$ cat src/common/fcps_pkg.sv
// Constants and types for the flash command sequencer controller
// Function
// - Program is four writes: AA@5555, 55@2AAA, A0@5555, then address/data.
// - Lockout enable is six writes ending 40@5555; lock then persists.
// - Only low data byte and address bits 15 to 0 are decoded.
// - Sector erase ends with 30 written at a sector select address.
// - Address latched on later falling enable, data on first rising.
package fcps_pkg;
   // ***************************************************
   // Register map (APB byte addresses)
   // ***************************************************
   localparam logic [11:0] REG_CTRL   = 12'h000;
   localparam logic [11:0] REG_ADDR   = 12'h004;
   localparam logic [11:0] REG_DATA   = 12'h008;
   localparam logic [11:0] REG_STATUS = 12'h00c;
   localparam logic [11:0] REG_RDATA  = 12'h010;
   // Control fields
   localparam int CTRL_CMD_LSB = 0;
   localparam int CTRL_GO_BIT  = 31;
   localparam int STAT_BUSY    = 0;
   localparam int STAT_RDY     = 1;
   localparam int STAT_DONE    = 2;
   localparam int STAT_ERR     = 3;
   localparam int STAT_TOUT    = 4;
   // ***************************************************
   // Command codes and unlock addresses
   // ***************************************************
   localparam logic [15:0] UNLOCK_A1 = 16'h5555;
   localparam logic [15:0] UNLOCK_A2 = 16'h2aaa;
   localparam logic [7:0]  D_AA      = 8'haa;
   localparam logic [7:0]  D_55      = 8'h55;
   localparam logic [7:0]  D_PROG    = 8'ha0;
   localparam logic [7:0]  D_ERASE   = 8'h80;
   localparam logic [7:0]  D_CHIP    = 8'h10;
   localparam logic [7:0]  D_SECTOR  = 8'h30;
   localparam logic [7:0]  D_LOCK    = 8'h40;
   localparam logic [7:0]  D_ID_IN   = 8'h90;
   localparam logic [7:0]  D_ID_OUT  = 8'hf0;
   localparam logic [19:0] LOCK_OFS  = 20'h00002;
   localparam int POLL_BIT = 7;
   localparam int ALT_BIT  = 6;
   // ***************************************************
   // Operations requested by software
   // ***************************************************
   typedef enum logic [2:0] {
      OP_PROG   = 3'h0,
      OP_CHIP   = 3'h1,
      OP_SECTOR = 3'h2,
      OP_LOCK   = 3'h3,
      OP_ID_IN  = 3'h4,
      OP_ID_OUT = 3'h5,
      OP_EXIT1  = 3'h6,
      OP_READ   = 3'h7
   } fcps_op_t;
   // ***************************************************
   // Timing
   // ***************************************************
   localparam int CLK_MHZ        = 250;
   localparam int T_WP_NS        = 40;
   localparam int T_WPH_NS       = 40;
   localparam int T_RD_NS        = 100;
   localparam int T_PWRUP_MS     = 10;
   localparam int C_WP   = (T_WP_NS * CLK_MHZ + 999) / 1000;
   localparam int C_WPH  = (T_WPH_NS * CLK_MHZ + 999) / 1000;
   localparam int C_RD   = (T_RD_NS * CLK_MHZ + 999) / 1000;
   localparam int C_PWRUP = T_PWRUP_MS * 1000 * CLK_MHZ;
   localparam int C_TOUT  = 2_000_000_000;
endpackage

$ cat src/design/fcps_host.sv
// Host controller driving a parallel NOR flash by its strobes
`timescale 1ns/1ps
module fcps_host
   import fcps_pkg::*;
#(
   parameter int PWRUP_CYCLES = C_PWRUP,
   parameter int TOUT_CYCLES  = C_TOUT
)
(
   input  wire logic        clock,
   input  wire logic        srst,
   input  wire logic        psel,
   input  wire logic        penable,
   input  wire logic        pwrite,
   input  wire logic [11:0] paddr,
   input  wire logic [31:0] pwdata,
   output logic [31:0]      prdata,
   output logic             pready,
   output logic             pslverr,
   output logic [19:0]      flash_addr,
   output logic [15:0]      flash_dq_out,
   output logic             flash_dq_oe,
   input  wire logic [15:0] flash_dq_in,
   output logic             flash_ce_n,
   output logic             flash_oe_n,
   output logic             flash_we_n,
   output logic             flash_reset_n,
   input  wire logic        flash_ready_in
);
   // ***************************************************
   // State
   // ***************************************************
   typedef enum logic [6:0] {
      ST_PWRUP = 7'b0000001,
      ST_IDLE  = 7'b0000010,
      ST_SETUP = 7'b0000100,
      ST_WLOW  = 7'b0001000,
      ST_WHIGH = 7'b0010000,
      ST_RLOW  = 7'b0100000,
      ST_POLL  = 7'b1000000
   } fcps_state_t;
   fcps_state_t state, next_state;
   logic [2:0]  op, next_op;
   logic [2:0]  step, next_step;
   logic [19:0] addr_reg, next_addr_reg;
   logic [15:0] data_reg, next_data_reg;
   logic [15:0] rdata, next_rdata;
   logic [15:0] prev_rd, next_prev_rd;
   logic        have_prev, next_have_prev;
   logic [31:0] cnt, next_cnt;
   logic [31:0] wait_cnt, next_wait_cnt;
   logic        busy, next_busy;
   logic        done, next_done;
   logic        err, next_err;
   logic        tout, next_tout;
   logic [19:0] next_flash_addr;
   logic [15:0] next_flash_dq_out;
   logic        next_flash_dq_oe;
   logic        next_ce_n, next_oe_n, next_we_n;
   logic [31:0] next_prdata;
   logic        next_pready, next_pslverr;
   logic        rdy_sync;
   logic [2:0]  seq_len;
   logic [19:0] seq_addr;
   logic [7:0]  seq_data;
   logic        apb_wr, apb_rd;

   fcps_sync u_rdy_sync
   (
      .clock (clock),
      .srst  (srst),
      .din   (flash_ready_in),
      .dout  (rdy_sync)
   );

   assign apb_wr = psel && penable && pwrite && !pready;
   assign apb_rd = psel && penable && !pwrite && !pready;

   // ***************************************************
   // Command sequence table
   // ***************************************************
   always_comb
   begin
      seq_addr = {4'h0, UNLOCK_A1};
      seq_data = D_AA;
      unique case (op)
         OP_PROG, OP_ID_IN, OP_ID_OUT: seq_len = 3'd3;
         OP_EXIT1, OP_READ:            seq_len = 3'd1;
         default:                      seq_len = 3'd6;
      endcase
      if (step == 3'd1 || step == 3'd4)
      begin
         seq_addr = {4'h0, UNLOCK_A2};
         seq_data = D_55;
      end
      else if (step == 3'd2)
      begin
         unique case (op)
            OP_PROG:   seq_data = D_PROG;
            OP_ID_IN:  seq_data = D_ID_IN;
            OP_ID_OUT: seq_data = D_ID_OUT;
            default:   seq_data = D_ERASE;
         endcase
      end
      else if (step == 3'd5)
      begin
         unique case (op)
            OP_CHIP:   seq_data = D_CHIP;
            OP_LOCK:   seq_data = D_LOCK;
            default:
            begin
               seq_addr = addr_reg;
               seq_data = D_SECTOR;
            end
         endcase
      end
      if (op == OP_EXIT1)
      begin
         seq_addr = addr_reg;
         seq_data = D_ID_OUT;
      end
   end

   // ***************************************************
   // Next-state logic
   // ***************************************************
   always_comb
   begin
      next_state = state;
      next_op = op;
      next_step = step;
      next_addr_reg = addr_reg;
      next_data_reg = data_reg;
      next_rdata = rdata;
      next_prev_rd = prev_rd;
      next_have_prev = have_prev;
      next_cnt = (cnt != 32'h0) ? cnt - 32'h1 : 32'h0;
      next_wait_cnt = wait_cnt;
      next_busy = busy;
      next_done = done;
      next_err = err;
      next_tout = tout;
      next_flash_addr = flash_addr;
      next_flash_dq_out = flash_dq_out;
      next_flash_dq_oe = flash_dq_oe;
      next_ce_n = flash_ce_n;
      next_oe_n = flash_oe_n;
      next_we_n = flash_we_n;
      next_prdata = prdata;
      next_pready = 1'b0;
      next_pslverr = 1'b0;
      if (apb_wr)
      begin
         next_pready = 1'b1;
         unique case (paddr)
            REG_ADDR: next_addr_reg = pwdata[19:0];
            REG_DATA: next_data_reg = pwdata[15:0];
            REG_CTRL:
            begin
               // Controller outside ST_IDLE (busy or in power-up) refuses a new command
               if (pwdata[CTRL_GO_BIT] && state == ST_IDLE)
               begin
                  next_op = pwdata[CTRL_CMD_LSB +: 3];
                  next_step = 3'd0;
                  next_busy = 1'b1;
                  next_done = 1'b0;
                  next_err = 1'b0;
                  next_tout = 1'b0;
                  next_have_prev = 1'b0;
                  next_state = ST_SETUP;
               end
               else if (pwdata[CTRL_GO_BIT])
                  next_pslverr = 1'b1;
            end
            default:  next_pslverr = 1'b1;
         endcase
      end
      else if (apb_rd)
      begin
         next_pready = 1'b1;
         unique case (paddr)
            REG_CTRL:   next_prdata = {29'h0, op};
            REG_ADDR:   next_prdata = {12'h0, addr_reg};
            REG_DATA:   next_prdata = {16'h0, data_reg};
            REG_STATUS: next_prdata = {27'h0, tout, err, done,
                                       rdy_sync, busy};
            REG_RDATA:  next_prdata = {16'h0, rdata};
            default:
            begin
               next_prdata = 32'h0;
               next_pslverr = 1'b1;
            end
         endcase
      end
      unique case (state)
         ST_PWRUP:
            if (cnt == 32'h0)
               next_state = ST_IDLE;
         ST_IDLE: ;
         ST_SETUP:
         begin
            next_ce_n = 1'b0;
            if (op == OP_READ)
            begin
               next_flash_addr = addr_reg;
               next_flash_dq_oe = 1'b0;
               next_oe_n = 1'b0;
               next_cnt = 32'(C_RD);
               next_state = ST_RLOW;
            end
            else
            begin
               next_oe_n = 1'b1;
               next_flash_addr = seq_addr;
               next_flash_dq_out = {8'h0, seq_data};
               if (op == OP_PROG && step == 3'd3)
               begin
                  next_flash_addr = addr_reg;
                  next_flash_dq_out = data_reg;
               end
               next_flash_dq_oe = 1'b1;
               next_cnt = 32'(C_WP);
               next_state = ST_WLOW;
            end
         end
         ST_WLOW:
            if (cnt == 32'h0)
            begin
               next_we_n = 1'b1;
               next_cnt = 32'(C_WPH);
               next_state = ST_WHIGH;
            end
            else
               next_we_n = 1'b0;
         ST_WHIGH:
            if (cnt == 32'h0)
            begin
               next_ce_n = 1'b1;
               next_flash_dq_oe = 1'b0;
               next_step = step + 3'd1;
               if (op == OP_PROG && step == 3'd2)
                  next_state = ST_SETUP;
               else if (step + 3'd1 < seq_len)
                  next_state = ST_SETUP;
               else if (op == OP_PROG || op == OP_CHIP
                        || op == OP_SECTOR)
               begin
                  next_wait_cnt = 32'h0;
                  next_state = ST_POLL;
                  next_cnt = 32'(C_WPH);
               end
               else
               begin
                  next_busy = 1'b0;
                  next_done = 1'b1;
                  next_state = ST_IDLE;
               end
            end
         ST_POLL:
         begin
            next_wait_cnt = wait_cnt + 32'h1;
            if (cnt == 32'h0)
            begin
               next_ce_n = 1'b0;
               next_oe_n = 1'b0;
               next_flash_addr = addr_reg;
               next_cnt = 32'(C_RD);
               next_state = ST_RLOW;
            end
            if (wait_cnt >= 32'(TOUT_CYCLES))
            begin
               next_tout = 1'b1;
               next_err = 1'b1;
               next_busy = 1'b0;
               next_state = ST_IDLE;
            end
         end
         ST_RLOW:
            if (cnt == 32'h0)
            begin
               next_rdata = flash_dq_in;
               next_prev_rd = flash_dq_in;
               next_have_prev = 1'b1;
               next_ce_n = 1'b1;
               next_oe_n = 1'b1;
               if (op == OP_READ)
               begin
                  next_busy = 1'b0;
                  next_done = 1'b1;
                  next_state = ST_IDLE;
               end
               else if (have_prev && prev_rd[ALT_BIT] == flash_dq_in[ALT_BIT]
                        && rdy_sync)
               begin
                  next_busy = 1'b0;
                  next_done = 1'b1;
                  if (op == OP_PROG && flash_dq_in[POLL_BIT]
                      != data_reg[POLL_BIT])
                     next_err = 1'b1;
                  next_state = ST_IDLE;
               end
               else
               begin
                  next_cnt = 32'(C_WPH);
                  next_state = ST_POLL;
               end
            end
         default: next_state = ST_IDLE;
      endcase
   end

   // ***************************************************
   // Registers
   // ***************************************************
   always_ff @(posedge clock)
   begin
      if (srst)
      begin
         state <= ST_PWRUP;
         op <= OP_READ;
         step <= 3'd0;
         addr_reg <= 20'h0;
         data_reg <= 16'h0;
         rdata <= 16'h0;
         prev_rd <= 16'h0;
         have_prev <= 1'b0;
         cnt <= 32'(PWRUP_CYCLES);
         wait_cnt <= 32'h0;
         busy <= 1'b0;
         done <= 1'b0;
         err <= 1'b0;
         tout <= 1'b0;
         flash_addr <= 20'h0;
         flash_dq_out <= 16'h0;
         flash_dq_oe <= 1'b0;
         flash_ce_n <= 1'b1;
         flash_oe_n <= 1'b1;
         flash_we_n <= 1'b1;
         flash_reset_n <= 1'b0;
         prdata <= 32'h0;
         pready <= 1'b0;
         pslverr <= 1'b0;
      end
      else
      begin
         state <= next_state;
         op <= next_op;
         step <= next_step;
         addr_reg <= next_addr_reg;
         data_reg <= next_data_reg;
         rdata <= next_rdata;
         prev_rd <= next_prev_rd;
         have_prev <= next_have_prev;
         cnt <= next_cnt;
         wait_cnt <= next_wait_cnt;
         busy <= next_busy;
         done <= next_done;
         err <= next_err;
         tout <= next_tout;
         flash_addr <= next_flash_addr;
         flash_dq_out <= next_flash_dq_out;
         flash_dq_oe <= next_flash_dq_oe;
         flash_ce_n <= next_ce_n;
         flash_oe_n <= next_oe_n;
         flash_we_n <= next_we_n;
         flash_reset_n <= 1'b1;
         prdata <= next_prdata;
         pready <= next_pready;
         pslverr <= next_pslverr;
      end
   end
endmodule

$ cat src/design/fcps_sync.sv
// Three-stage input synchroniser with agreement filter
`timescale 1ns/1ps
module fcps_sync
   import fcps_pkg::*;
(
   input  wire logic clock,
   input  wire logic srst,
   input  wire logic din,
   output logic      dout
);
   logic [2:0] stage;
   logic [2:0] next_stage;
   logic       next_dout;
   always_comb
   begin
      next_stage = {stage[1:0], din};
      // Later stages must agree before the level moves
      next_dout  = (stage[2] == stage[1]) ? stage[2] : dout;
   end
   always_ff @(posedge clock)
   begin
      if (srst)
      begin
         stage <= 3'h7;
         dout  <= 1'b1;
      end
      else
      begin
         stage <= next_stage;
         dout  <= next_dout;
      end
   end
endmodule

$ cat config.mk
export PLATFORM = sky130hd
export DESIGN_NAME = fcps_host
export DESIGN_NICKNAME = d
export VERILOG_FILES = /design/src/common/fcps_pkg.sv /design/src/design/fcps_host.sv /design/src/design/fcps_sync.sv
export SDC_FILE = /design/constraint.sdc
export NUM_CORES = 1
export LEC_CHECK = 0
export ABC_CLOCK_PERIOD_IN_PS = 2400
export BUFFER_PORTS_ARGS = -buffer_cell sky130_fd_sc_hd__buf_4
export CAP_MARGIN = 0
export CORE_MARGIN = 2
export CORE_UTILIZATION = 45
export CTS_BUF_LIST = sky130_fd_sc_hd__clkbuf_2 sky130_fd_sc_hd__clkbuf_4 sky130_fd_sc_hd__clkbuf_8
export DETAILED_ROUTE_END_ITERATION = 10
export PLACE_DENSITY = 0.68
export SYNTH_ARGS = -nofsm -noshare
export SYNTH_HDL_FRONTEND = slang
export SYNTH_SLANG_ARGS = --single-unit
$ cat constraint.sdc
create_clock -name clock -period 2.4 [get_ports clock]
set_input_delay 0.36 -clock clock [delete_from_list [all_inputs] [get_ports clock]]
set_output_delay 0.36 -clock clock [all_outputs]
set_load 0.01 [all_outputs]
Word-level counts from Yosys, hierarchy flattened
Index checks and enable logic that the tools add are counted.
- logic and storage cells: 221
- register bits after elaboration: 213
- bits of input ports: 66
- add/sub/neg operators: 3
- mux-type cells: 114
- order comparisons: 2
- equal/unequal tests: 33
- reduce and logical (&&, ||, !) cells: 42
- bitwise logic cells: 2
- operator list (cell ; number):
    two-way mux 32 bit ; 14
    two-way mux 20 bit ; 8
    one-hot mux 32 bit (5 select lines) ; 1
    one-hot mux 20 bit (5 select lines) ; 1
    two-way mux 7 bit ; 14
    one-hot mux 32 bit (2 select lines) ; 1
    two-way mux 1 bit ; 51
    one-hot mux 7 bit (7 select lines) ; 1
    one-hot mux 20 bit (2 select lines) ; 1
    adder 32 x 1 -> 32 bit (second input constant) ; 1
    greater-or-equal comparator 32 x 31 -> 1 bit (second input constant) ; 1
    logical NOT 32 bit ; 1
    two-way mux 8 bit ; 4
    nonzero test 32 bit ; 1
    subtractor 32 x 1 -> 32 bit (second input constant) ; 1
    equality test 12 x 4 -> 1 bit (second input constant) ; 2
    one-hot mux 7 bit (3 select lines) ; 1
    equality test 3 bit (second input constant) ; 6
    two-way mux 16 bit ; 1
    two-way mux 3 bit ; 5
    one-hot mux 7 bit (2 select lines) ; 1
    AND reduction 2 bit ; 7
    equality test 12 x 3 -> 1 bit (second input constant) ; 1
    equality test 12 x 5 -> 1 bit (second input constant) ; 1
    other kinds (33) ; 70

Logic depth before layout (Yosys ltp)
- depth after elaboration: 10
- gate-level depth with buffers: 13

Cells and area by module
A second synthesis with hierarchy kept.
- cell total of the unflattened synthesis: 1116
- area, all modules: 9066.2 µm²
- by module, submodules not included (module ; area each (µm²) ; seq. area each (µm²) ; cells an instance ; times used):
    fcps_host ; 8951.1 ; 3943.8 ; 1106 ; 1
    fcps_sync ; 115.1 ; 80.1 ; 10 ; 1

Least setup slack after synthesis
No wires, ideal clock.
- path kind: flip-flop to flip-flop
- start point: register cnt[0]
- end point: register wait_cnt[30]
- path slack: -0.305 ns
- clock period less this slack: 2.705 ns
- path buffers: 3
- stages on the path, launching flop included: 12
- arrival time: 2.572 ns
- setup time: 0.132 ns
- cells stage by stage: dfxtp_1 -> inv_1 -> ha_1 -> or3b_4 -> or3_1 -> buf_2 -> nor4_4 -> a21oi_2 -> clkbuf_1 -> clkbuf_1 -> o31ai_1 -> a21oi_1
- word-level cells in the longest chain between the ends: 3
- ends and longest elaborated chain (element ; line ; text):
    start: declaration ; fcps_host.sv:50 ; logic [31:0] cnt, next_cnt;
    start signal: assignment ; fcps_host.sv:327 ; cnt <= 32'(PWRUP_CYCLES);
    start signal: assignment ; fcps_host.sv:354 ; cnt <= next_cnt;
    logical NOT 32 bit ; fcps_host.sv:236 ; if (cnt == 32'h0)
    inequality test 2 bit (no source line) ; - ;
    AND reduction 5 bit (no source line) ; - ;
    end signal: assignment ; fcps_host.sv:355 ; wait_cnt <= next_wait_cnt;
    end: declaration ; fcps_host.sv:51 ; logic [31:0] wait_cnt, next_wait_cnt;
No other way between the ends.
A chain may end at the register's enable or synchronous reset.

Worst setup path in the final report
- start point: register cnt[24]
- end point: register wait_cnt[31]
Same word-level chain as after synthesis.

==> metrics <==
outcome complete, but fails checks; violations in the final reports negative setup slack; nets@finish between 1000 and 1500; f_max roughly 0.4 GHz; post-detailed-route wirelength per cell roughly 17 um; number of unique standard cell types used by synthesis 70; core outline area 0.0202 sq mm; count of final hold-check violations 0; count of buffers from port buffering about 120; via total after detailed routing roughly 9000; Max Cap Viol 0; slew at the pin closest to its max-slew limit ~0.97 ns; cell type contributing the most total cell area after synthesis dfxtp_1; number of global-route vias before repair about 8600; leading post-synthesis cells by cell area dfxtp_1 (44%), nand2_1 (7.1%), a21oi_1 (6.1%); crit path cell chain or4_4, or2_4, nor4_4, a21oi_4, buf_12, or4b_4, a21oi_2; peak ir drop on the vdd network around 0.48 mV; number of placement rows between 50 and 60; minimum clock period about 2.5 ns; number of flops mapped to enable cells by yosys 0; top flop regs cnt: 32 flops, wait_cnt: 32 flops; area fraction of the dominant cell type after synthesis 43.5%; global-route usage over all layers 24.2%; largest net degree at the start of global routing approximately 100; CTS tree yes; number of sinks driven by the clock tree between 200 and 250; number of DRC violations after detailed routing 0; vias per inst between 5 and 6; Finished Core Util about 61%; share of the yosys chip area belonging to registers between 40% and 50%; growth of design area from synthesis to finish 33.2%; clk buf depth 3; critical path start-end classification reg2reg; Clock Skews 0.0215 ns; root buffer selected by CTS clkbuf_8; sum of net half-perimeters after detailed placement between 15 and 20 mm; path category of the worst min-delay check in2reg; clock latency at the later pin of the worst-skew pair 0.53 ns; Syn Inst Count about 1100; leakage power around 4.6 nW; count of inserted antenna diode cells 0; weighted congestion reported at the end of routability-driven placement just over 0.9; initial antenna violation count 0; global-route wire length before repair between 40 and 50 mm; unrepaired setup endpoints after global routing true; largest driver fanout on the critical path 7; Routed Antenna Nets 0; number of setup violations in the final report 14; final setup TNS -1.10 ns; share of synthesized registers carrying an async set or reset 0%; commonest register cell after synthesis dfxtp_1; pre-CTS worst setup slack -0.200 ns; final std cells w/o fill 1635; die outline area ~0.022 sq mm; maximum level of the CTS H-tree 2; post-CTS clock slew at the launch and capture registers of the worst setup and hold paths approximately 0.060 ns; per-instance average area after synthesis just over 8 sq um; final wirelength ~28 mm; largest stage delay on the critical path approximately 0.53 ns; most common cell after layout, fill and taps aside buf_4; part of the cycle the worst path needs 105%; Inst Count DP about 1600; total iterations of the first detailed-routing run 5; area of the mapped netlist around 0.0093 sq mm; Filler Cell Count about 1800; starting density of the core between 40 and 50%; startpoint kind of the worst setup timing path flop; Required @ worst endpoint approximately 2.9 ns; x dimension of the die about 150 um; design area roughly 0.012 sq mm; total overflow reported by the global router 0; nature of the critical path endpoint flop; first-iteration detailed-routing DRC count between 500 and 600; slowest stage cell on the critical path or4_4; share of cells above drive strength 1 28.1%; data arrival time of the critical path about 3.0 ns; max-slew headroom at the worst pin a little over a third; power density normalized to cell area around 560 mW/mm^2; TritonCTS buffer count 36; # IOs between 100 and 150; register bit count reported by yosys 201; fin. max-slew vios 0; count of yosys warnings during synthesis 0; final critical-path setup slack -0.128 ns; Die Y-Extent between 100 and 150 um; most frequent cells in the layout buf_4 (216), dfxtp_1 (196), nand2_1 (174); placement-stage cell area 0.0111 sq mm
[metal layers]
layer | global-route usage, % | up-vias | wire (um)
met3 | 5.74 | 57 | 1740
met2 | 41.1 | 259 | 13500
met1 | 30.1 | 4268 | 11800
met5 | 0 | - | 0
li1 | - | 4433 | -
met4 | 8.99 | 0 | 753
[area by class of cell]
class,instances,area (sq um),area share [%]
clock inverter,3,21.3,0.173
multi-input combinational,854,5200,42.2
timing repair buffer,236,2010,16.3
inverter,18,67.6,0.548
clock buffer,53,648,5.26
tap,270,338,2.74
sequential,201,4030,32.7
[cell usage after synthesis, types with 9 or more instances]
master    number
o21ai_0       33
nor4_1        18
a21oi_1      113
dfxtp_1      201
nor2_1       124
xor2_1        23
or3_1          9
a211oi_1      12
and3_1        18
a31oi_1       15
nand4_1       18
mux2_2         9
nand2_1      174
nand3_1       39
xnor2_1       23
clkbuf_1      59
inv_1         18
buf_4         12
nor3_1        35
ha_1          10
mux2i_1       26
o31ai_1       13
or4_1         17
o211ai_1      11
[report_power, final]
part,internal (mW),leakage [nW],switching (mW)
sequential,3.37,1.62,0.0233
combinational,0.216,2.64,0.230
clock,1.71,0.356,1.38
[timing repair]
item / 4_1_cts / 5_1_grt
gates cloned: 0 / 6
pin swaps: 8 / 35
endpoints found under the setup margin: 62 / 73
buffers inserted: 3 / 8
hold buffers: 0 / 0
gates resized for setup: 7 / 58
[through the flow]
step | hold WS, ns | power, mW
2_1_floorplan | 0.389 | 3.70
3_3_place_gp | 0.401 | 3.88
3_5_place_dp | 0.411 | 3.89
4_1_cts | 0.00829 | 6.98
5_1_grt | 0.0206 | 7.18
6_report | 0.0308 | 6.93
[worst max-delay path: cells and delay by family, from the launching register on]
| kind | cells | cell delay [ns] |
|---|---|---|
| buf+inv | 1 | 0.16 |
| simple gates | 4 | 1.71 |
| compound gates | 2 | 0.27 |
| flops | 1 | 0.31 |
[path summary, 6_finish.rpt]
path	startpoint	to	slack, ns	cells after the start
min	flash_ready_in	u_rdy_sync.stage[0]$_SDFF_PP1_	0.03	2
max	cnt[24]$_SDFF_PP0_	wait_cnt[31]$_SDFFE_PP0P_	-0.13	7
min reg2reg	u_rdy_sync.stage[0]$_SDFF_PP1_	u_rdy_sync.stage[1]$_SDFF_PP1_	0.42	1
max reg2reg	cnt[24]$_SDFF_PP0_	wait_cnt[31]$_SDFFE_PP0P_	-0.13	7
[kinds of logic after synthesis]
kind of cell / share of synthesized area [%]
buffers and inverters: 4.49
and+or+nand+nor: 26.5
adders and majority gates: 1.35
other: 0.0405
xor gates and xnor gates: 4.36
DFF: 43.5
AOI/OAI and AO/OA: 15.9
muxes: 3.91
No activity file was read; power rests on OpenSTA's default activity.
